File: config.mk
export PLATFORM = sky130hd
export DESIGN_NAME = cmpctl_top
export DESIGN_NICKNAME = d
export VERILOG_FILES = /design/src/cmpctl_pkg.sv /design/src/cmpctl_edge_if.sv /design/src/cmpctl_top.sv /design/src/cmpctl_sampler.sv /design/src/cmpctl_irq.sv
export SDC_FILE = /design/constraint.sdc
export NUM_CORES = 1
export LEC_CHECK = 0
export ABC_CLOCK_PERIOD_IN_PS = 4550
export BUFFER_PORTS_ARGS = -buffer_cell sky130_fd_sc_hd__buf_2
export CAP_MARGIN = 10
export CORE_UTILIZATION = 48
export DETAILED_ROUTE_END_ITERATION = 8
export GPL_TIMING_DRIVEN = 1
export MAX_ROUTING_LAYER = met4
export PLACE_DENSITY = 0.86
export SYNTH_ARGS = -nofsm -noshare
export SYNTH_HDL_FRONTEND = slang
export SYNTH_SLANG_ARGS = --single-unit
export TNS_END_PERCENT = 50
File: constraint.sdc
create_clock -name clk_i -period 4.55 [get_ports clk_i]
set_input_delay 0.2275 -clock clk_i [delete_from_list [all_inputs] [get_ports clk_i]]
set_output_delay 0.2275 -clock clk_i [all_outputs]
set_load 0.02 [all_outputs]
File: src/cmpctl_pkg.sv
// Package for the comparator input control block: register map, field
// positions, reset values and edge-mode codes.
// Assumes an 8-bit register view carried on a 32-bit classic Wishbone bus.
package cmpctl_pkg;

  // ---------------------------------------------------------------------
  // Register byte addresses
  // ---------------------------------------------------------------------
  localparam logic [7:0] CMPCTL_ADDR_CTRL_STATUS = 8'h50;
  localparam logic [7:0] CMPCTL_ADDR_CONV_CTRL_B = 8'h7B;
  localparam logic [7:0] CMPCTL_ADDR_INPUT_DIS   = 8'h80;
  localparam logic [7:0] CMPCTL_ADDR_CONV_CTRL_A = 8'h84;
  localparam logic [7:0] CMPCTL_ADDR_CONV_MUX    = 8'h88;
  localparam logic [7:0] CMPCTL_ADDR_IRQ_STATUS  = 8'h90;
  localparam logic [7:0] CMPCTL_ADDR_IRQ_CLEAR   = 8'h94;
  localparam logic [7:0] CMPCTL_ADDR_IRQ_ENABLE  = 8'h98;

  // ---------------------------------------------------------------------
  // Field positions
  // ---------------------------------------------------------------------
  localparam int CMPCTL_BIT_DISABLE    = 7;
  localparam int CMPCTL_BIT_BANDGAP    = 6;
  localparam int CMPCTL_BIT_OUT_SYNC   = 5;
  localparam int CMPCTL_BIT_IRQ_FLAG   = 4;
  localparam int CMPCTL_BIT_IRQ_EN     = 3;
  localparam int CMPCTL_BIT_CAPTURE    = 2;
  localparam int CMPCTL_BIT_MODE_HI    = 1;
  localparam int CMPCTL_BIT_MODE_LO    = 0;
  localparam int CMPCTL_BIT_MUX_EN     = 6;
  localparam int CMPCTL_BIT_CONV_EN    = 7;
  localparam int CMPCTL_BIT_NEG_BUF    = 1;
  localparam int CMPCTL_BIT_POS_BUF    = 0;

  // ---------------------------------------------------------------------
  // Reset values and masks
  // ---------------------------------------------------------------------
  localparam logic [7:0] CMPCTL_RST_BYTE      = 8'h00;
  localparam logic [7:0] CMPCTL_MASK_CONV_B   = 8'h47;
  localparam logic [7:0] CMPCTL_MASK_INPUT    = 8'h03;
  localparam logic [7:0] CMPCTL_MASK_CHANNEL  = 8'h07;
  localparam int         CMPCTL_NUM_EVENTS    = 2;
  localparam int         CMPCTL_EV_EDGE       = 0;
  localparam int         CMPCTL_EV_CAPTURE    = 1;

  // ---------------------------------------------------------------------
  // Interrupt mode codes
  // ---------------------------------------------------------------------
  localparam logic [1:0] CMPCTL_MODE_TOGGLE   = 2'h0;
  localparam logic [1:0] CMPCTL_MODE_RESERVED = 2'h1;
  localparam logic [1:0] CMPCTL_MODE_FALL     = 2'h2;
  localparam logic [1:0] CMPCTL_MODE_RISE     = 2'h3;

endpackage

File: src/cmpctl_edge_if.sv
// Interface between the comparator sampler and the main control logic.
// Assumes one clock shared by both ends.
`timescale 1ns/1ns
interface cmpctl_edge_if;
  logic       out_sync;
  logic [1:0] mode;
  logic       event_hit;

  modport sampler
  (
    output out_sync,
    input  mode,
    output event_hit
  );
  modport ctrl
  (
    input  out_sync,
    output mode,
    input  event_hit
  );
endinterface

File: src/cmpctl_top.sv
// Comparator input control: input selection, output synchroniser, edge
// interrupt flag, capture routing and pin buffer disables, with a classic
// Wishbone slave for its registers.
// Assumes an analog core outside that takes the select outputs, and a CPU
// that pulses vector_ack_i when it takes the comparator vector.
`timescale 1ns/1ns
module cmpctl_top
(
  // Clock, reset and enable
  input  wire logic        clk_i,
  input  wire logic        rst_i,
  input  wire logic        ce_i,
  // Wishbone slave
  input  wire logic        cyc_i,
  input  wire logic        stb_i,
  input  wire logic        we_i,
  input  wire logic [7:0]  adr_i,
  input  wire logic [3:0]  sel_i,
  input  wire logic [31:0] dat_i,
  output logic      [31:0] dat_o,
  output logic             ack_o,
  output logic             err_o,
  // CPU side
  input  wire logic        global_irq_en_i,
  input  wire logic        vector_ack_i,
  output logic             comp_irq_req_o,
  output logic             irq_o,
  // Analog core
  input  wire logic        cmp_raw_i,
  output logic             comp_power_down_o,
  output logic             pos_use_bandgap_o,
  output logic             neg_use_channel_o,
  output logic      [2:0]  neg_channel_o,
  // Timer capture front end
  output logic             capture_in_o,
  // Pin buffers
  input  wire logic        neg_pin_raw_i,
  input  wire logic        pos_pin_raw_i,
  output logic             neg_pin_state_o,
  output logic             pos_pin_state_o,
  output logic             neg_buffer_off_o,
  output logic             pos_buffer_off_o
);

  // -------------------------------------------------------------------
  // Registers
  // -------------------------------------------------------------------
  logic [7:0] ctrl_r;      // Control bits; bits 5 and 4 unused here
  logic       irq_flag_r;
  logic [7:0] conv_b_r;
  logic [1:0] in_dis_r;
  logic       conv_en_r;
  logic [2:0] chan_r;
  logic       ack_r;
  logic [31:0] rdata_r;
  logic       err_r;
  logic [cmpctl_pkg::CMPCTL_NUM_EVENTS-1:0] ev_status;
  logic [cmpctl_pkg::CMPCTL_NUM_EVENTS-1:0] ev_enable;
  logic [cmpctl_pkg::CMPCTL_NUM_EVENTS-1:0] ev_set;
  logic [cmpctl_pkg::CMPCTL_NUM_EVENTS-1:0] ev_clr;
  logic       cap_prev_r;

  cmpctl_edge_if edge_if ();

  // -------------------------------------------------------------------
  // Bus decode
  // -------------------------------------------------------------------
  logic       req;
  logic       wr;
  logic       lane0;
  logic [7:0] wb0;
  logic       hit;

  assign req   = cyc_i & stb_i & ~ack_r;
  assign wr    = req & we_i & ce_i;
  assign lane0 = sel_i[0];
  assign wb0   = dat_i[7:0];

  // Address recognised
  always_comb
  begin
    case (adr_i)
      cmpctl_pkg::CMPCTL_ADDR_CTRL_STATUS,
      cmpctl_pkg::CMPCTL_ADDR_CONV_CTRL_B,
      cmpctl_pkg::CMPCTL_ADDR_INPUT_DIS,
      cmpctl_pkg::CMPCTL_ADDR_CONV_CTRL_A,
      cmpctl_pkg::CMPCTL_ADDR_CONV_MUX,
      cmpctl_pkg::CMPCTL_ADDR_IRQ_STATUS,
      cmpctl_pkg::CMPCTL_ADDR_IRQ_CLEAR,
      cmpctl_pkg::CMPCTL_ADDR_IRQ_ENABLE: hit = 1'b1;
      default:                            hit = 1'b0;
    endcase
  end

  logic wr_ctrl;
  logic wr_b;
  logic wr_dis;
  logic wr_a;
  logic wr_mux;
  logic wr_iclr;
  logic wr_ien;

  assign wr_ctrl = wr & lane0 & (adr_i == cmpctl_pkg::CMPCTL_ADDR_CTRL_STATUS);
  assign wr_b    = wr & lane0 & (adr_i == cmpctl_pkg::CMPCTL_ADDR_CONV_CTRL_B);
  assign wr_dis  = wr & lane0 & (adr_i == cmpctl_pkg::CMPCTL_ADDR_INPUT_DIS);
  assign wr_a    = wr & lane0 & (adr_i == cmpctl_pkg::CMPCTL_ADDR_CONV_CTRL_A);
  assign wr_mux  = wr & lane0 & (adr_i == cmpctl_pkg::CMPCTL_ADDR_CONV_MUX);
  assign wr_iclr = wr & lane0 & (adr_i == cmpctl_pkg::CMPCTL_ADDR_IRQ_CLEAR);
  assign wr_ien  = wr & lane0 & (adr_i == cmpctl_pkg::CMPCTL_ADDR_IRQ_ENABLE);

  // Ack one cycle after the request; unmapped addresses answer with err
  always_ff @(posedge clk_i)
  begin
    if (rst_i)
    begin
      ack_r <= 1'b0;
      err_r <= 1'b0;
    end
    else if (ce_i)
    begin
      ack_r <= req & hit;
      err_r <= req & ~hit;
    end
  end

  // Read data captured with the answer
  always_ff @(posedge clk_i)
  begin
    if (rst_i)
      rdata_r <= 32'h0000_0000;
    else if (ce_i && req)
    begin
      rdata_r <= 32'h0000_0000;
      case (adr_i)
        cmpctl_pkg::CMPCTL_ADDR_CTRL_STATUS:
          rdata_r[7:0] <= {ctrl_r[7:6], edge_if.out_sync, irq_flag_r,
                           ctrl_r[3:0]};
        cmpctl_pkg::CMPCTL_ADDR_CONV_CTRL_B:
          rdata_r[7:0] <= conv_b_r;
        cmpctl_pkg::CMPCTL_ADDR_INPUT_DIS:
          rdata_r[7:0] <= {6'h00, in_dis_r};
        cmpctl_pkg::CMPCTL_ADDR_CONV_CTRL_A:
          rdata_r[7:0] <= {conv_en_r, 7'h00};
        cmpctl_pkg::CMPCTL_ADDR_CONV_MUX:
          rdata_r[7:0] <= {5'h00, chan_r};
        cmpctl_pkg::CMPCTL_ADDR_IRQ_STATUS:
          rdata_r[1:0] <= ev_status;
        cmpctl_pkg::CMPCTL_ADDR_IRQ_ENABLE:
          rdata_r[1:0] <= ev_enable;
        default:
          rdata_r <= 32'h0000_0000;
      endcase
    end
  end

  assign ack_o = ack_r;
  assign err_o = err_r;
  assign dat_o = rdata_r;

  // -------------------------------------------------------------------
  // Control registers
  // -------------------------------------------------------------------
  // Software may change the disable bit at any time
  always_ff @(posedge clk_i)
  begin
    if (rst_i)
      ctrl_r <= cmpctl_pkg::CMPCTL_RST_BYTE;
    else if (wr_ctrl)
      ctrl_r <= {wb0[7:6], 2'b00, wb0[3:0]};
  end

  // Converter-side bits used by the input mux
  always_ff @(posedge clk_i)
  begin
    if (rst_i)
    begin
      conv_b_r  <= cmpctl_pkg::CMPCTL_RST_BYTE;
      conv_en_r <= 1'b0;
      chan_r    <= 3'h0;
    end
    else
    begin
      if (wr_b)
        conv_b_r <= wb0 & cmpctl_pkg::CMPCTL_MASK_CONV_B;
      if (wr_a)
        conv_en_r <= wb0[cmpctl_pkg::CMPCTL_BIT_CONV_EN];
      if (wr_mux)
        chan_r <= wb0[2:0];
    end
  end

  // Pin buffer disable bits; upper bits are not stored
  always_ff @(posedge clk_i)
  begin
    if (rst_i)
      in_dis_r <= 2'h0;
    else if (wr_dis)
      in_dis_r <= wb0[1:0];
  end

  // -------------------------------------------------------------------
  // Comparator flag
  // -------------------------------------------------------------------
  // Event sets win over vector or software clear
  logic flag_clr;
  assign flag_clr = vector_ack_i
                  | (wr_ctrl & wb0[cmpctl_pkg::CMPCTL_BIT_IRQ_FLAG]);

  always_ff @(posedge clk_i)
  begin
    if (rst_i)
      irq_flag_r <= 1'b0;
    else if (ce_i)
    begin
      if (edge_if.event_hit)
        irq_flag_r <= 1'b1;
      else if (flag_clr)
        irq_flag_r <= 1'b0;
    end
  end

  assign edge_if.mode = ctrl_r[1:0];

  // Enable must be cleared by software before a mode change
  assign comp_irq_req_o = irq_flag_r & ctrl_r[cmpctl_pkg::CMPCTL_BIT_IRQ_EN]
                        & global_irq_en_i;

  cmpctl_sampler u_sampler
  (
    .clk_i     (clk_i),
    .rst_i     (rst_i),
    .ce_i      (ce_i),
    .cmp_raw_i (cmp_raw_i),
    .edge_if   (edge_if)
  );

  // -------------------------------------------------------------------
  // Analog selection and routing
  // -------------------------------------------------------------------
  assign comp_power_down_o = ctrl_r[cmpctl_pkg::CMPCTL_BIT_DISABLE];
  assign pos_use_bandgap_o = ctrl_r[cmpctl_pkg::CMPCTL_BIT_BANDGAP];
  // Converter on keeps its mux for itself
  assign neg_use_channel_o = conv_b_r[cmpctl_pkg::CMPCTL_BIT_MUX_EN]
                           & ~conv_en_r;
  assign neg_channel_o     = chan_r;
  // Synced output, not raw, so the timer sees a clean level
  assign capture_in_o = ctrl_r[cmpctl_pkg::CMPCTL_BIT_CAPTURE]
                      & edge_if.out_sync;

  // Disabled buffer reads zero
  assign neg_buffer_off_o = in_dis_r[cmpctl_pkg::CMPCTL_BIT_NEG_BUF];
  assign pos_buffer_off_o = in_dis_r[cmpctl_pkg::CMPCTL_BIT_POS_BUF];
  assign neg_pin_state_o  = neg_pin_raw_i & ~neg_buffer_off_o;
  assign pos_pin_state_o  = pos_pin_raw_i & ~pos_buffer_off_o;

  // -------------------------------------------------------------------
  // Block event interrupt
  // -------------------------------------------------------------------
  always_ff @(posedge clk_i)
  begin
    if (rst_i)
      cap_prev_r <= 1'b0;
    else if (ce_i)
      cap_prev_r <= capture_in_o;
  end

  assign ev_set[cmpctl_pkg::CMPCTL_EV_EDGE]    = edge_if.event_hit;
  assign ev_set[cmpctl_pkg::CMPCTL_EV_CAPTURE] = capture_in_o & ~cap_prev_r;
  assign ev_clr = wr_iclr ? wb0[1:0] : 2'b00;

  cmpctl_irq #(.N(cmpctl_pkg::CMPCTL_NUM_EVENTS)) u_irq
  (
    .clk_i      (clk_i),
    .rst_i      (rst_i),
    .ce_i       (ce_i),
    .set_i      (ev_set),
    .clr_i      (ev_clr),
    .en_we_i    (wr_ien),
    .en_wdata_i (wb0[1:0]),
    .status_o   (ev_status),
    .enable_o   (ev_enable),
    .irq_o      (irq_o)
  );

  // -------------------------------------------------------------------
  // Checks
  // -------------------------------------------------------------------
  a_flag_set: assert property (@(posedge clk_i) disable iff (rst_i)
    ce_i && edge_if.event_hit |=> irq_flag_r)
    else $error("flag not set by event");
  a_flag_clear: assert property (@(posedge clk_i) disable iff (rst_i)
    ce_i && vector_ack_i && !edge_if.event_hit |=> !irq_flag_r)
    else $error("flag not cleared by vector");
  a_req_gate: assert property (@(posedge clk_i) disable iff (rst_i)
    comp_irq_req_o == (irq_flag_r && ctrl_r[3] && global_irq_en_i))
    else $error("request gating wrong");
  a_mux_neg: assert property (@(posedge clk_i) disable iff (rst_i)
    conv_en_r |-> !neg_use_channel_o)
    else $error("channel used while converter on");
  a_pin_zero: assert property (@(posedge clk_i) disable iff (rst_i)
    in_dis_r[1] |-> !neg_pin_state_o)
    else $error("disabled pin reads high");
  a_resv_zero: assert property (@(posedge clk_i) disable iff (rst_i)
    ack_r && $past(adr_i) == cmpctl_pkg::CMPCTL_ADDR_INPUT_DIS
    |-> dat_o[7:2] == 6'h00)
    else $error("reserved bits nonzero");
  a_ctrl_write: assert property (@(posedge clk_i) disable iff (rst_i)
    wr_ctrl |=> comp_power_down_o == $past(wb0[7]))
    else $error("disable bit not written");
  a_capture_off: assert property (@(posedge clk_i) disable iff (rst_i)
    !ctrl_r[2] |-> !capture_in_o)
    else $error("capture routed while off");

  c_flag_rise: cover property (@(posedge clk_i) irq_flag_r && !$past(irq_flag_r));
  c_req: cover property (@(posedge clk_i) comp_irq_req_o);
  c_chan_use: cover property (@(posedge clk_i) neg_use_channel_o);
  c_err: cover property (@(posedge clk_i) err_o);

endmodule

File: src/cmpctl_sampler.sv
// Synchroniser and edge detector for the raw comparator output.
// Assumes the raw output is asynchronous to clk_i.
`timescale 1ns/1ns
module cmpctl_sampler
(
  // Clock, reset and enable
  input  wire logic        clk_i,
  input  wire logic        rst_i,
  input  wire logic        ce_i,
  // Raw comparator output
  input  wire logic        cmp_raw_i,
  // Towards the control logic
  cmpctl_edge_if.sampler   edge_if
);

  logic meta_r;
  logic sync_r;
  logic prev_r;
  logic hit;

  // -------------------------------------------------------------------
  // Two-stage synchroniser
  // -------------------------------------------------------------------
  // First stage feeds only the second stage
  always_ff @(posedge clk_i)
  begin
    if (rst_i)
    begin
      meta_r <= 1'b0;
      sync_r <= 1'b0;
    end
    else if (ce_i)
    begin
      meta_r <= cmp_raw_i;
      sync_r <= meta_r;
    end
  end

  // Previous synced value for edge detection
  always_ff @(posedge clk_i)
  begin
    if (rst_i)
      prev_r <= 1'b0;
    else if (ce_i)
      prev_r <= sync_r;
  end

  // -------------------------------------------------------------------
  // Edge decode per mode
  // -------------------------------------------------------------------
  // Reserved code detects nothing
  always_comb
  begin
    case (edge_if.mode)
      cmpctl_pkg::CMPCTL_MODE_TOGGLE: hit = sync_r ^ prev_r;
      cmpctl_pkg::CMPCTL_MODE_FALL:   hit = prev_r & ~sync_r;
      cmpctl_pkg::CMPCTL_MODE_RISE:   hit = sync_r & ~prev_r;
      default:                        hit = 1'b0;
    endcase
  end

  assign edge_if.out_sync  = sync_r;
  assign edge_if.event_hit = hit & ce_i;

  a_sync_delay: assert property (@(posedge clk_i) disable iff (rst_i)
    ce_i && $past(ce_i) |-> sync_r == $past(meta_r))
    else $error("synchroniser stage mismatch");
  a_reserved_quiet: assert property (@(posedge clk_i) disable iff (rst_i)
    edge_if.mode == cmpctl_pkg::CMPCTL_MODE_RESERVED |-> !edge_if.event_hit)
    else $error("event in reserved mode");
  a_rise_detect: assert property (@(posedge clk_i) disable iff (rst_i)
    ce_i && edge_if.mode == cmpctl_pkg::CMPCTL_MODE_RISE && sync_r && !prev_r
    |-> edge_if.event_hit)
    else $error("rising edge missed");

endmodule

File: src/cmpctl_irq.sv
// Sticky status, enable and clear for the block's own event interrupt.
// Assumes single-cycle set pulses and a write-one-to-clear strobe.
`timescale 1ns/1ns
module cmpctl_irq
#(
  parameter int N = 2
)
(
  // Clock, reset and enable
  input  wire logic         clk_i,
  input  wire logic         rst_i,
  input  wire logic         ce_i,
  // Events and software access
  input  wire logic [N-1:0] set_i,
  input  wire logic [N-1:0] clr_i,
  input  wire logic         en_we_i,
  input  wire logic [N-1:0] en_wdata_i,
  // Status
  output logic      [N-1:0] status_o,
  output logic      [N-1:0] enable_o,
  output logic              irq_o
);

  // -------------------------------------------------------------------
  // Sticky bits, set wins over clear
  // -------------------------------------------------------------------
  genvar g;
  generate
    for (g = 0; g < N; g++)
    begin : g_bit
      always_ff @(posedge clk_i)
      begin
        if (rst_i)
          status_o[g] <= 1'b0;
        else if (ce_i)
          status_o[g] <= set_i[g] | (status_o[g] & ~clr_i[g]);
      end
    end
  endgenerate

  // Enable register
  always_ff @(posedge clk_i)
  begin
    if (rst_i)
      enable_o <= '0;
    else if (ce_i && en_we_i)
      enable_o <= en_wdata_i;
  end

  assign irq_o = |(status_o & enable_o);

endmodule

==> out/qor.txt <==
Status: finished clean
Layout Utilization: 0.585
Core region area: 3720 um^2
Number of vias per cell after detailed routing: 5.33
Top cells by area in the synthesized netlist: sky130_fd_sc_hd__dfxtp_1, sky130_fd_sc_hd__mux2i_1, sky130_fd_sc_hd__buf_4
Max-slew headroom at the worst pin: 0.393
Diodes inserted: 0
Total placed cells including tap cells: 296
Nets: 312
Mapped Avg Cell Area: 9.03 um^2
Total count of max-transition violations in the final report: 0
Type of the worst setup path: register to register
Vias in the first global route: 1514
Final clock skew: 0.0127 ns
Number of buffers and inverters on the critical path: 0
Final estimated routing congestion in global placement: 0.795
Required time of the critical path: 4.72 ns
Finished Cell Area: 2170 um^2
Fill cell total of the finished layout: 336
Footprint of the multi-input gates: 1040 um^2
Class of the tightest hold or removal check: primary input to register
Overall fraction of global-route tracks in use: 0.232
Total congestion overflow: 0
Top flip-flop cell by instance count after synthesis: sky130_fd_sc_hd__dfxtp_1
Max Clock Freq: 400 MHz
Initial antenna violation count: 0
Count of clock tree sinks: 35
Number of enable-type register cells in the synthesized netlist: 0
Via total after detailed routing: 1621
Fin Hold WS: 0.166 ns
Library cell used as clock root buffer: sky130_fd_sc_hd__clkbuf_8
Die outline area: 4210 um^2
Number of resized instances in the post-cts repair step: 0
Worst-path clk slew: 0.08 ns
Portion of synthesized cell area occupied by the leading cell type: 0.369
Quantity of I/O buffers inserted on ports: 49
Depth of the CTS H-tree: 2
Post-CTS Setup Inserts: 0
Residual antenna-violating net count after detailed routing: 0
Maximum fanout count along the critical path: 15
Delay of the slowest critical-path stage: 0.90 ns
Post-synthesis async set-or-reset flop share: 0
Number of instances in the synthesized netlist: 210
Post-Route Setup TNS: 0 ns
Yosys warning total: 0
Number of violations reported at the end of detailed-routing iteration 0: 67
Number of endpoints with negative hold slack in the final report: 0
Most numerous cell types in the synthesized netlist: sky130_fd_sc_hd__dfxtp_1, sky130_fd_sc_hd__nor2_1, sky130_fd_sc_hd__buf_4, sky130_fd_sc_hd__mux2i_1, sky130_fd_sc_hd__nand2_1
Layout cell share with drive strength beyond 1: 0.250
Total detailed-routing wirelength: 4.35 mm
Non-Filler Instances: 304
Setup repair after global routing missed its margin: no
Cells along the critical path: nand4b_1 > nor4_2 > mux2i_1 > nor2_1
Count of hold buffers inserted by post-cts repair: 0
Die Height: 64.9 um
Global-route wire length before repair: 7.09 mm
Number of synthesized register bits: 35
Portion of the clock cycle consumed by the worst path in the final layout: 0.550
Area leader, netlist: sky130_fd_sc_hd__dfxtp_1
Setup violation total in the final timing report: 0
Critical Path End Type: register
Worst Tran Pin Value: 0.905 ns
Post-layout min period: 2.50 ns
Area growth from synthesis to layout: 14.6%
Max Buffers Root-to-Sink: 2
# rows: 22
Arr. time, crit path: 2.67 ns
Final routed DRC violation total: 0
Sequential-to-total area share from yosys stat: 0.369
Worst vdd rail ir drop: 0.304 mV
Power per Cell Area: 307 nW/um^2
I/O pin count: 102
Most instantiated library cell after synthesis: sky130_fd_sc_hd__dfxtp_1
Width of the die: 64.9 um
Placed Area: 2060 um^2
Largest net degree at the start of global routing: 32
CTS tree: built
Post-synth design cell area: 1900 um^2
Library cell contributing the largest single delay on the critical path: sky130_fd_sc_hd__nor4_2
Clock latency at the later pin of the worst-skew pair: 0.30 ns
Final routed wire length divided by cell count: 14.3 um
Area of all sequential standard cells: 701 um^2
Number of clock buffers inserted by TritonCTS: 5
Starting Density: 0.510
Kind of cell with the highest combined delay on the critical path: simple AND/OR/NAND/NOR gates
Leakage: 0.930 nW
Category of the worst setup path launch point: register
Synth cell types: 43
Count of max-cap constraint violations: 0
HPWL reported at the end of detailed placement: 2.99 mm
Initial DRT Pass Iterations: 4
## report_power, final
group	switching (W)	leakage, nW	internal (W)	total (W)
Clock	0.000125	0.0581	0.000163	0.000288
Sequential	0.00000216	0.283	0.000309	0.000312
Combinational	0.0000495	0.589	0.0000189	0.0000685
Total	0.000177	0.930	0.000491	0.000668
## flip-flops by register name (all words and copies together), names as in the netlist
register and cells:
dat_o 8, ctrl_r 6, conv_b_r 4, neg_channel_o 3, in_dis_r 2, u_irq.enable_o 2
u_irq.status_o 2, ack_o 1, cap_prev_r 1, conv_en_r 1, err_o 1, irq_flag_r 1
u_sampler.edge_if.out_sync 1, u_sampler.meta_r 1, u_sampler.prev_r 1
## metal layers
metal / global-route usage / share of wire
met1: 0.269 / 0.43
met3: 0.0634 / 0.059
met5: - / 0
met4: 0.114 / 0.020
met2: 0.366 / 0.50
## metrics by stage
stage,total power [W],setup WS [ns]
detailed placement,0.000386,2.00
floorplan,0.000379,2.72
finish,0.000668,2.05
global placement,0.000384,2.05
global route,0.000689,1.89
CTS,0.000668,2.10
## cell families (layout without fill, tap and decap cells)
kind of cell,after synthesis,after routing,share of synthesized area
compound gates,30,30,0.111
other cells,1,24,0.00198
mux,24,24,0.127
flops,35,35,0.369
fa+ha+maj,2,2,0.0132
simple gates,79,79,0.249
buf+inv,39,62,0.129
## final cells by class
| cell class | instances | share of cell area |
|---|---|---|
| multi-input combinational | 159 | 0.477 |
| sequential | 35 | 0.322 |
| timing repair buffer | 49 | 0.113 |
| clock buffer | 5 | 0.0316 |
| tap | 48 | 0.0276 |
| clock inverter | 3 | 0.0201 |
| inverter | 5 | 0.00863 |
## path summary, 6_finish.rpt
check	slack, ns	from	to	cells after the start
worst max-delay path	2.05	ack_o	conv_b_r[0]	4
worst min-delay path	0.17	cmp_raw_i	u_sampler.meta_r	3
worst max register to register	2.05	ack_o	conv_b_r[0]	4
worst min register to register	0.45	dat_o[3]	dat_o[3]	2
## placed cells by master (no fill, tap or decap), types with 4 or more instances in the layout
| master | instances |
|---|---|
| sky130_fd_sc_hd__a21oi_1 | 8 |
| sky130_fd_sc_hd__buf_2 | 49 |
| sky130_fd_sc_hd__clkbuf_8 | 5 |
| sky130_fd_sc_hd__conb_1 | 24 |
| sky130_fd_sc_hd__dfxtp_1 | 35 |
| sky130_fd_sc_hd__inv_1 | 5 |
| sky130_fd_sc_hd__mux2i_1 | 24 |
| sky130_fd_sc_hd__nand2_1 | 12 |
| sky130_fd_sc_hd__nand3_1 | 4 |
| sky130_fd_sc_hd__nor2_1 | 31 |
| sky130_fd_sc_hd__nor2b_1 | 4 |
## worst reg2reg max path, cell delays in order (launching register included)
cell and delay, ns:
sky130_fd_sc_hd__dfxtp_1 0.33, sky130_fd_sc_hd__nand4b_1 0.78, sky130_fd_sc_hd__nor4_2 0.91, sky130_fd_sc_hd__mux2i_1 0.29
sky130_fd_sc_hd__nor2_1 0.06
Note: power is estimated with default switching activity, not from simulation.
